$ cat src/pkg/ptmc_defs.svh
// constants of the period timer mode control
`ifndef PTMC_DEFS_SVH
`define PTMC_DEFS_SVH

// ----------------------------------------
// mode field layout
// ----------------------------------------
`define PTMC_MODE_W 5
`define PTMC_CLS_HI 4
`define PTMC_CLS_LO 3
`define PTMC_VAR_HI 2
`define PTMC_VAR_LO 0

// ----------------------------------------
// variant codes
// ----------------------------------------
`define PTMC_V0 3'h0
`define PTMC_V1 3'h1
`define PTMC_V2 3'h2
`define PTMC_V3 3'h3
`define PTMC_V4 3'h4
`define PTMC_V5 3'h5
`define PTMC_V6 3'h6
`define PTMC_V7 3'h7

// ----------------------------------------
// counter reset value and width
// ----------------------------------------
`define PTMC_COUNT_RST 8'h00
`define PTMC_COUNT_W 8

`endif

$ cat src/pkg/ptmc_pkg.sv
// types of the period timer mode control
`default_nettype none

package ptmc_pkg;

  // ----------------------------------------
  // mode classes
  // ----------------------------------------
  typedef enum logic [1:0] {
    PTMC_FREE = 2'h0,
    PTMC_ONESHOT = 2'h1,
    PTMC_MONO = 2'h2,
    PTMC_RSVD = 2'h3
  } ptmc_class_type;

  typedef logic [2:0] ptmc_variant_type;

endpackage : ptmc_pkg

`default_nettype wire

$ cat src/pkg/ptmc_edge_if.sv
// trigger level and edge bundle between detector and mode control
`timescale 1ns/1ps
`default_nettype none

interface ptmc_edge_if;
  logic level;
  logic rise;
  logic fall;

  modport src (output level, output rise, output fall);
  modport snk (input level, input rise, input fall);
endinterface : ptmc_edge_if

`default_nettype wire

$ cat src/hw/ptmc_edge_detect.sv
// level capture and edge detection of the external trigger
`timescale 1ns/1ps
`default_nettype none

module ptmc_edge_detect
(
  input wire logic core_clk,
  input wire logic rst_n,
  input wire logic sig_in,
  input wire logic freeze,
  ptmc_edge_if.src edge_bus
);
  import ptmc_pkg::*;

  logic level_q;
  logic level_d;

  // frozen level makes the trigger invisible: no edge, no level change
  assign level_d = freeze ? level_q : sig_in;

  always_ff @(posedge core_clk)
  begin
    if (!rst_n)
      level_q <= 1'b0;
    else
      level_q <= level_d;
  end

  assign edge_bus.level = level_q;
  assign edge_bus.rise = level_d & ~level_q;
  assign edge_bus.fall = ~level_d & level_q;

endmodule : ptmc_edge_detect

`default_nettype wire

$ cat src/hw/ptmc_timer.sv
// mode control and counter of the 8-bit period timer
//
// Overview of operation
// - five-bit mode, class in [4:3], variant in [2:0]; class 11 and some codes reserved
// - in debug mode all trigger activity is ignored
// - free 000 counts while enable is set, trigger unused
// - free 001/010 count only with enable and trigger high/low
// - free 011/100/101 run on enable, clear count on any/rising/falling edge
// - free 110/111 held reset while trigger low/high, count once released
// - one-shot 000 starts on enable, clearing enable stops it
// - one-shot: clock after period match clears enable, count stops at zero
// - one-shot 001/010/011 start on rising/falling/any edge after enable
// - edge-started modes need a fresh edge after enable is set again
// - one-shot 100-111 start on edge, then reset on edge or level
// - monostable edge modes restart on later edges; match keeps enable set
// - count increments each clock while running, clears to zero after period match
// - every external reset also sets scaler_clear_q on the next clock
`timescale 1ns/1ps
`default_nettype none
`include "ptmc_defs.svh"

module ptmc_timer
#(
  parameter int COUNT_W = `PTMC_COUNT_W
)
(
  input wire logic core_clk,
  input wire logic rst_n,
  input wire logic [`PTMC_MODE_W-1:0] mode,
  input wire logic [COUNT_W-1:0] timer_period,
  input wire logic enable_set,
  input wire logic enable_clear,
  input wire logic ext_trigger_signal,
  input wire logic debug_mode,
  output logic [COUNT_W-1:0] timer_count_q,
  output logic enable_q,
  output logic running_q,
  output logic period_match_q,
  output logic scaler_clear_q,
  output logic mode_reserved_q
);
  import ptmc_pkg::*;

  // ----------------------------------------
  // trigger detection
  // ----------------------------------------
  ptmc_edge_if trig ();

  ptmc_edge_detect u_edge (
    .core_clk(core_clk),
    .rst_n(rst_n),
    .sig_in(ext_trigger_signal),
    .freeze(debug_mode),
    .edge_bus(trig)
  );

  // ----------------------------------------
  // mode decode
  // ----------------------------------------
  ptmc_class_type cls;
  ptmc_variant_type vnt;
  wire is_free;
  wire is_os;
  wire is_ms;
  wire reserved;
  wire lvl;
  wire rise_on;
  wire fall_on;
  wire any_on;

  assign cls = ptmc_class_type'(mode[`PTMC_CLS_HI:`PTMC_CLS_LO]);
  assign vnt = mode[`PTMC_VAR_HI:`PTMC_VAR_LO];
  assign is_free = (cls == PTMC_FREE);
  assign is_os = (cls == PTMC_ONESHOT);
  assign is_ms = (cls == PTMC_MONO);
  assign reserved = (cls == PTMC_RSVD) |
                    (is_ms & ((vnt == `PTMC_V0) | (vnt == `PTMC_V4) | (vnt == `PTMC_V5)));
  assign lvl = trig.level;
  assign rise_on = trig.rise;
  assign fall_on = trig.fall;
  assign any_on = trig.rise | trig.fall;

  // start edge per variant; edge spacing at the source keeps these clean
  wire ms_edge_mode;
  wire ms_level_mode;
  wire edge_start_mode;
  wire start_edge;

  assign ms_edge_mode = is_ms & ((vnt == `PTMC_V1) | (vnt == `PTMC_V2) | (vnt == `PTMC_V3));
  assign ms_level_mode = is_ms & ((vnt == `PTMC_V6) | (vnt == `PTMC_V7));
  assign edge_start_mode = (is_os & (vnt != `PTMC_V0)) | ms_edge_mode;
  assign start_edge = ((vnt == `PTMC_V1) | (vnt == `PTMC_V4) | (vnt == `PTMC_V6)) ? rise_on :
                      ((vnt == `PTMC_V2) | (vnt == `PTMC_V5) | (vnt == `PTMC_V7)) ? fall_on :
                      (vnt == `PTMC_V3) ? any_on : 1'b0;

  // ----------------------------------------
  // run and reset conditions
  // ----------------------------------------
  logic armed_q;
  logic armed_d;
  wire free_run;
  wire level_run;
  wire run;
  wire ext_reset;

  assign free_run = (vnt == `PTMC_V1) ? lvl :
                    (vnt == `PTMC_V2) ? ~lvl :
                    (vnt == `PTMC_V6) ? lvl :
                    (vnt == `PTMC_V7) ? ~lvl : 1'b1;

  // level-start monostable: six-clock level minimum assumed at the source
  assign level_run = (vnt == `PTMC_V6) ? lvl : ~lvl;

  assign run = enable_q & ~reserved &
               (is_free ? free_run :
                edge_start_mode ? armed_q :
                ms_level_mode ? level_run :
                is_os);

  // resets only act while enabled; a hold in reset also stops counting
  assign ext_reset = enable_q & ~reserved &
                     ((is_free & (vnt == `PTMC_V3) & any_on) |
                      (is_free & (vnt == `PTMC_V4) & rise_on) |
                      (is_free & (vnt == `PTMC_V5) & fall_on) |
                      (is_free & (vnt == `PTMC_V6) & ~lvl) |
                      (is_free & (vnt == `PTMC_V7) & lvl) |
                      (is_os & armed_q & (vnt == `PTMC_V4) & rise_on) |
                      (is_os & armed_q & (vnt == `PTMC_V5) & fall_on) |
                      (is_os & armed_q & (vnt == `PTMC_V6) & ~lvl) |
                      (is_os & armed_q & (vnt == `PTMC_V7) & lvl) |
                      (ms_level_mode & ~level_run));

  // ----------------------------------------
  // count, match and enable
  // ----------------------------------------
  logic [COUNT_W-1:0] count_d;
  logic enable_d;
  wire match;
  wire stop_clear_en;

  assign match = run & (timer_count_q == timer_period);
  assign stop_clear_en = match & (is_os | ms_level_mode);

  assign count_d = ext_reset ? COUNT_W'(`PTMC_COUNT_RST) :
                   match ? COUNT_W'(`PTMC_COUNT_RST) :
                   run ? timer_count_q + COUNT_W'(1) :
                   timer_count_q;

  // software set wins over the hardware clear in the same clock
  assign enable_d = enable_set ? 1'b1 : (enable_clear | stop_clear_en) ? 1'b0 : enable_q;

  // arm survives resets; lost on disable or on a monostable match
  assign armed_d = enable_q & ~enable_clear & ~stop_clear_en &
                   ~(ms_edge_mode & match) &
                   (armed_q | (edge_start_mode & start_edge));

  always_ff @(posedge core_clk)
  begin
    if (!rst_n)
    begin
      timer_count_q <= COUNT_W'(`PTMC_COUNT_RST);
      enable_q <= 1'b0;
      armed_q <= 1'b0;
      running_q <= 1'b0;
      period_match_q <= 1'b0;
      scaler_clear_q <= 1'b0;
      mode_reserved_q <= 1'b0;
    end
    else
    begin
      timer_count_q <= count_d;
      enable_q <= enable_d;
      armed_q <= armed_d;
      running_q <= run;
      period_match_q <= match;
      scaler_clear_q <= ext_reset;
      mode_reserved_q <= reserved;
    end
  end
endmodule : ptmc_timer

`default_nettype wire

$ cat config.mk
export PLATFORM = sky130hd
export DESIGN_NAME = ptmc_timer
export DESIGN_NICKNAME = d
export VERILOG_FILES = /design/src/pkg/ptmc_pkg.sv /design/src/pkg/ptmc_edge_if.sv /design/src/hw/ptmc_edge_detect.sv /design/src/hw/ptmc_timer.sv
export VERILOG_INCLUDE_DIRS = /design/src /design/src/pkg
export SDC_FILE = /design/constraint.sdc
export NUM_CORES = 1
export LEC_CHECK = 0
export CELL_PAD_IN_SITES_DETAIL_PLACEMENT = 1
export CELL_PAD_IN_SITES_GLOBAL_PLACEMENT = 1
export CORE_ASPECT_RATIO = 1.75
export CORE_MARGIN = 1
export CORE_UTILIZATION = 41
export DETAILED_ROUTE_END_ITERATION = 16
export DONT_BUFFER_PORTS = 1
export HOLD_SLACK_MARGIN = 0.03
export PLACE_DENSITY = 0.85
export SLEW_MARGIN = 20
export SYNTH_ARGS = -nofsm -noshare
export SYNTH_HDL_FRONTEND = slang
export SYNTH_HIERARCHICAL = 1
export SYNTH_SLANG_ARGS = --single-unit
$ cat constraint.sdc
create_clock -name core_clk -period 1.6 [get_ports core_clk]
set_input_delay 0.24 -clock core_clk [delete_from_list [all_inputs] [get_ports core_clk]]
set_output_delay 0.24 -clock core_clk [all_outputs]
set_load 0.005 [all_outputs]
==> results of run 1 <==
==> worst paths after layout <==
| check | endpoint | slack, ns | cells after the start |
|---|---|---|---|
| worst min-delay path | scaler_clear_q | 0.10 | 1 |
| worst max-delay path | timer_count_q[7] | -0.18 | 7 |
| worst max register to register | timer_count_q[7] | -0.18 | 7 |
| worst min register to register | timer_count_q[1] | 0.65 | 2 |
==> cells by family (layout without fill, tap and decap cells) <==
family	Yosys count	in the layout	synth area share
fa+ha+maj	1	1	0.0116
flops	15	15	0.278
compound gates	41	42	0.274
simple gates	45	45	0.277
buf+inv	9	33	0.0557
xor+xnor	9	9	0.0731
mux	3	3	0.0302
==> layout by cell type, fill, tap and decap left out, types with 2 or more instances in the layout <==
| cell | instances |
|---|---|
| a21oi_1 | 6 |
| mux2_2 | 2 |
| o31ai_2 | 5 |
| and4_1 | 2 |
| nand2_1 | 4 |
| buf_12 | 2 |
| o31ai_1 | 2 |
| o21ai_0 | 5 |
| nand4_1 | 2 |
| nor3b_4 | 2 |
| nor2_1 | 4 |
| buf_4 | 24 |
| or4_4 | 5 |
| xor2_1 | 7 |
| nand3b_1 | 3 |
| dfxtp_1 | 11 |
| nand3_1 | 3 |
| o2111ai_1 | 2 |
| o211ai_1 | 3 |
| inv_1 | 2 |
| nor2b_1 | 3 |
| a211oi_2 | 6 |
| and2_1 | 2 |
| nor4_1 | 2 |
| nand2b_1 | 2 |
| a21oi_2 | 2 |
| dfxtp_4 | 3 |
| clkbuf_8 | 3 |
==> metal layers <==
layer,GRT usage,part of all wire,vias to the layer above,routed length (um)
met1,0.248,0.36,554,1480
met2,0.501,0.56,43,2300
met4,0.167,0.041,0,166
li1,-,-,528,-
met3,0.0540,0.038,17,156
met5,0,0,-,0
==> report_power, final <==
part           internal, mW  leakage (nW)  switching [mW]  total (mW)
sequential            0.377         0.124         0.00599       0.383
clock                 0.173        0.0255           0.153       0.326
combinational        0.0782         0.410          0.0728       0.151
==> area by class of cell <==
cell class | count | area, um2
multi-input cells | 100 | 898
clock buffers | 3 | 41.3
clock inverters | 1 | 5.00
flip-flops and latches | 15 | 313
inverters | 2 | 7.51
fillers | 282 | 950
repair buffers | 27 | 245
well taps | 26 | 32.5
==> stage by stage <==
stage	instances	total power [mW]	TNS [ns]	hold WS (ns)
2_1_floorplan	123	0.496	-0.256	0.362
3_3_place_gp	168	0.507	-0.934	0.363
3_5_place_dp	168	0.515	-1.87	0.367
4_1_cts	173	0.844	-0.965	0.102
5_1_grt	174	0.889	-2.87	0.0975
6_report	174	0.860	-1.78	0.101
==> worst max-delay path, cell delays in order (launching register included) <==
cell and delay (ns):
dfxtp_4 0.36, xnor2_2 0.18, nand3_1 0.16, a211oi_4 0.38
buf_12 0.18, nor3_2 0.05, buf_4 0.18, a211oi_2 0.20
==> state kept, by name (all words and copies together) (netlist names) <==
signal and flops:
period_match_q 1, enable_q 1, timer_count_q 8, running_q 1, mode_reserved_q 1, u_edge/edge_bus.level 1, armed_q 1, scaler_clear_q 1
==> repair_timing <==
item | in CTS | in global routing
endpoints found under the setup margin | 12 | 11
hold endpoints to repair | 0 | 0
hold buffers | 0 | 0
pin swaps | 5 | 7
gates resized for setup | 17 | 16
cloned | 1 | 1
==> impl_metrics.json, run 1 <==
{
  "status": "finished, violations left",
  "violations": "setup timing",
  "dr.pass1.iters": 4,
  "num_vias": 1142,
  "fmax_mhz": 562,
  "io_pins": 32,
  "grt_max_degree": 19,
  "grt-ovfl-total": 0,
  "synth.top_cell.area_share": 0.278,
  "area.growth.synth_to_final_pct": 43.0,
  "syn_nets": 143,
  "cts-root-buf": "clkbuf_8",
  "skew_ns": 0.00306,
  "synthDistinctLibCells": 47,
  "hold_class": "primary input to flop",
  "cts_tree": "built",
  "clock_latency_ns": 0.26,
  "reg2reg_from": "u_edge/edge_bus.level",
  "routedWlPerCell_um": 23.5,
  "pre_cts_ws_ns": -0.220,
  "nets": 169,
  "yosys_warnings": 6,
  "synth_cells": 123,
  "setup_viol": 11,
  "synth_ff_type": "dfxtp_1",
  "die_w_um": 40.8,
  "worstPathArrival_ns": 1.96,
  "slew_violations": 0,
  "n_antenna_cell": 0,
  "initial_utilization": 0.433,
  "utilization": 0.619,
  "hpwl_um": 2580,
  "ys_seq_elements": 15,
  "drt_iter0_drc": 19,
  "endpoint_kind": "flop",
  "drv_cap": 0,
  "postRouteAntennaNets": 0,
  "core-area_um2": 2490,
  "cts_buffers": 3,
  "cts.sinks": 15,
  "crit_type": "flop to flop",
  "grt_pass1_wl_um": 5530,
  "die_area_um2": 2850,
  "ir_worst_vdd_uv": 453,
  "finalCritPeriodShare": 1.11,
  "post_dp_cell_area_um2": 1310,
  "rsz0062_at_grt": "yes",
  "slew_headroom": 0.734,
  "drc": 0,
  "synth-edff-count": 0,
  "post-cts-setup-buffers": 0,
  "cts_max_level": 1,
  "die_h_um": 69.9,
  "cellLeakagePower_nw": 0.559,
  "fin_ws_ns": -0.180,
  "hold_viol": 0,
  "clk_pin_slew_ns": 0.07,
  "final_cell_area_um2": 1540,
  "power_density_nw_per_um2": 557,
  "synth_largest_area_cell": "dfxtp_1",
  "clock_path_buffers": 2,
  "worstPathRequired_ns": 1.78,
  "synth.most_common_cell": "dfxtp_1",
  "grt_usage": 0.278,
  "place_congestion": 0.798,
  "synthTopCellsByArea": "dfxtp_1 28%, xor2_1 6.5%, a211oi_1 4.2%",
  "cp-start-kind": "flop",
  "rows": 24,
  "syn-cell-area_um2": 1080,
  "ys_seq_area_frac": 0.278,
  "startpoint": "u_edge/edge_bus.level",
  "hp-start": "rst_n",
  "io_buffer_count": 0,
  "tightest_slew_ns": 0.395,
  "finalWirelength_um": 4100,
  "synth_async_sr_flop_share": 0,
  "routed_via_density": 6.56,
  "finalCriticalPeriod_ns": 1.78,
  "grt_antenna_before_repair": 0,
  "avgSynthCellArea_um2": 8.77,
  "layout-drive-gt1-share": 0.480,
  "crit_fanout": 9,
  "synthTopCellsByCount": "15 x dfxtp_1, 8 x a21oi_1, 8 x xor2_1",
  "first_global_vias": 1243
}
Note: power is estimated with default switching activity, not from simulation.
==> inputs of run 2 (changes only) <==
Settings changed: REMOVE_ABC_BUFFERS set to 1, SLEW_MARGIN 20 to unset.
==> run 2 against run 1 <==
  * Critical path type unchanged
  * Hold slack improved by 0.0079 ns
  * Total power increased by 0.98%
  * The flow still finishes with violations (setup timing)
  * Count of clock-buffer cells in the layout unchanged
  * First-iteration DRC count decreased by 37%
  * Via count increased by 2.4%
==> impl_metrics.json, run 2 (same netlist as run 1, synthesis figures left out) <==
{
  "worstPathRequired_ns": 1.78,
  "switching_power_uw": 235,
  "crit_slowest_cell": "or4_4",
  "hold_path_depth": 1,
  "routed_via_density": 6.57,
  "cellLeakagePower_nw": 0.559,
  "cts.sinks": 15,
  "grt-ovfl-total": 0,
  "endpoint_kind": "flop",
  "cts_tree": "built",
  "ir_worst_vdd_uv": 415,
  "hold_slack_ns": 0.109,
  "grt_usage": 0.306,
  "clock_latency_ns": 0.26,
  "die_area_um2": 2850,
  "grt_pass1_wl_um": 6190,
  "drv_cap": 0,
  "die_h_um": 69.9,
  "first_global_vias": 1311,
  "cts_max_level": 1,
  "grt_max_degree": 15,
  "final_common_cell": "buf_4",
  "cts_buffers": 3,
  "dr.pass1.iters": 4,
  "drt_iter0_drc": 12,
  "hold_class": "primary input to flop",
  "place_congestion": 0.909,
  "reg2reg_from": "enable_q",
  "final_cell_mix": "28 x buf_4, 13 x dfxtp_1, 8 x xor2_1",
  "rows": 24,
  "routedWlPerCell_um": 22.0,
  "comb_power_share": 0.179,
  "hpwl_um": 2450,
  "r2r_end": "timer_count_q[7]",
  "slew_violations": 0,
  "io_pins": 32,
  "ff2ff_setup_slack_ns": -0.20,
  "worstPathArrival_ns": 1.97,
  "pre_cts_ws_ns": -0.225,
  "tightest_slew_ns": 0.425,
  "nets": 173,
  "skew_ns": 0.00791,
  "hold_end": "scaler_clear_q",
  "switching_share": 0.271,
  "cp-start-kind": "flop",
  "clk_pin_slew_ns": 0.06,
  "cpPeakStageDelay_ns": 0.49,
  "largest_register_ff_count": 8,
  "clock_path_buffers": 2,
  "fill_cells": 294,
  "finalWirelength_um": 3920,
  "finalCriticalPeriod_ns": 1.80,
  "core-area_um2": 2490,
  "hp-start": "rst_n",
  "drc": 0,
  "grt_antenna_before_repair": 0,
  "rsz0062_at_grt": "yes",
  "clkPwrFrac": 0.374,
  "fin_ws_ns": -0.198,
  "finalCritPeriodShare": 1.12,
  "cts-root-buf": "clkbuf_8",
  "ff2ff_path_depth": 5,
  "p_seq_frac": 0.447,
  "violations": "setup timing",
  "setup_viol": 11,
  "fmax_mhz": 556,
  "postRouteAntennaNets": 0,
  "io_buffer_count": 0,
  "die_w_um": 40.8,
  "num_vias": 1169,
  "fin_tns_setup_ns": -1.37,
  "status": "finished, violations left",
  "hold_viol": 0,
  "max_flop_register": "timer_count_q",
  "n_antenna_cell": 0,
  "slew_headroom": 0.717,
  "p_total_uw": 868,
  "initial_utilization": 0.433,
  "path_cells": "a21boi_4 > o211ai_1 > o22a_4 > or4_4 > a211oi_2",
  "crit_type": "flop to flop",
  "p_int_uw": 633,
  "layout-drive-gt1-share": 0.454,
  "area.growth.synth_to_final_pct": 40.6,
  "power_density_nw_per_um2": 572,
  "crit_fanout": 8
}
## run 2: layout make-up
cell class              instances  area, um2  share of cell area
clock inverters                 1       5.00             0.00330
inverters                       2       7.51             0.00495
clock buffers                   3       41.3              0.0272
flip-flops and latches         15        305               0.201
well taps                      26       32.5              0.0215
multi-input cells             100        872               0.575
repair buffers                 31        253               0.167
## run 2: power groups by stage
stage	sequential [mW]	combinational (mW)	clock, mW
2_1_floorplan	0.394	0.0710	0
3_5_place_dp	0.394	0.115	0
4_1_cts	0.387	0.145	0.322
3_3_place_gp	0.393	0.109	0
6_report	0.388	0.155	0.325
5_1_grt	0.388	0.166	0.341
## run 2: worst max path at each step
stage	start	to	slack, ns	depth (start not counted)
2_1_floorplan	u_edge/edge_bus.level	period_match_q	-0.27	5
3_3_place_gp	mode[2]	timer_count_q[6]	-0.15	6
3_5_place_dp	u_edge/edge_bus.level	timer_count_q[6]	-0.23	5
4_1_cts	u_edge/edge_bus.level	timer_count_q[3]	-0.13	5
5_1_grt	u_edge/edge_bus.level	timer_count_q[3]	-0.26	7
6_report	enable_q	timer_count_q[7]	-0.20	5
## run 2: metrics by stage
stage          utilization  area [um2]  cells
4_1_cts              0.587        1460    176
3_3_place_gp         0.500        1250    167
5_1_grt              0.608        1520    178
3_5_place_dp         0.500        1250    167
6_report             0.608        1520    178
2_1_floorplan            -        1030    116
## run 2: critical path, delay by kind of cell, from the launching register on
kind	cells	cell delay, ns
compound gates	4	0.86
flops	1	0.37
simple gates	1	0.49
## run 2: routing by layer
layer	GRT usage	vias up	wire, um
met4	0.104	0	148
met2	0.515	54	2070
met5	0	-	0
li1	-	537	-
met3	0.0762	14	199
met1	0.348	564	1500
## run 2: what timing repair did
item | CTS | global route
hold buffers | 0 | 0
gates cloned | 2 | 0
resized for setup | 26 | 8
pin swaps | 14 | 10
setup endpoints to repair | 11 | 11
setup buffers | 4 | 3
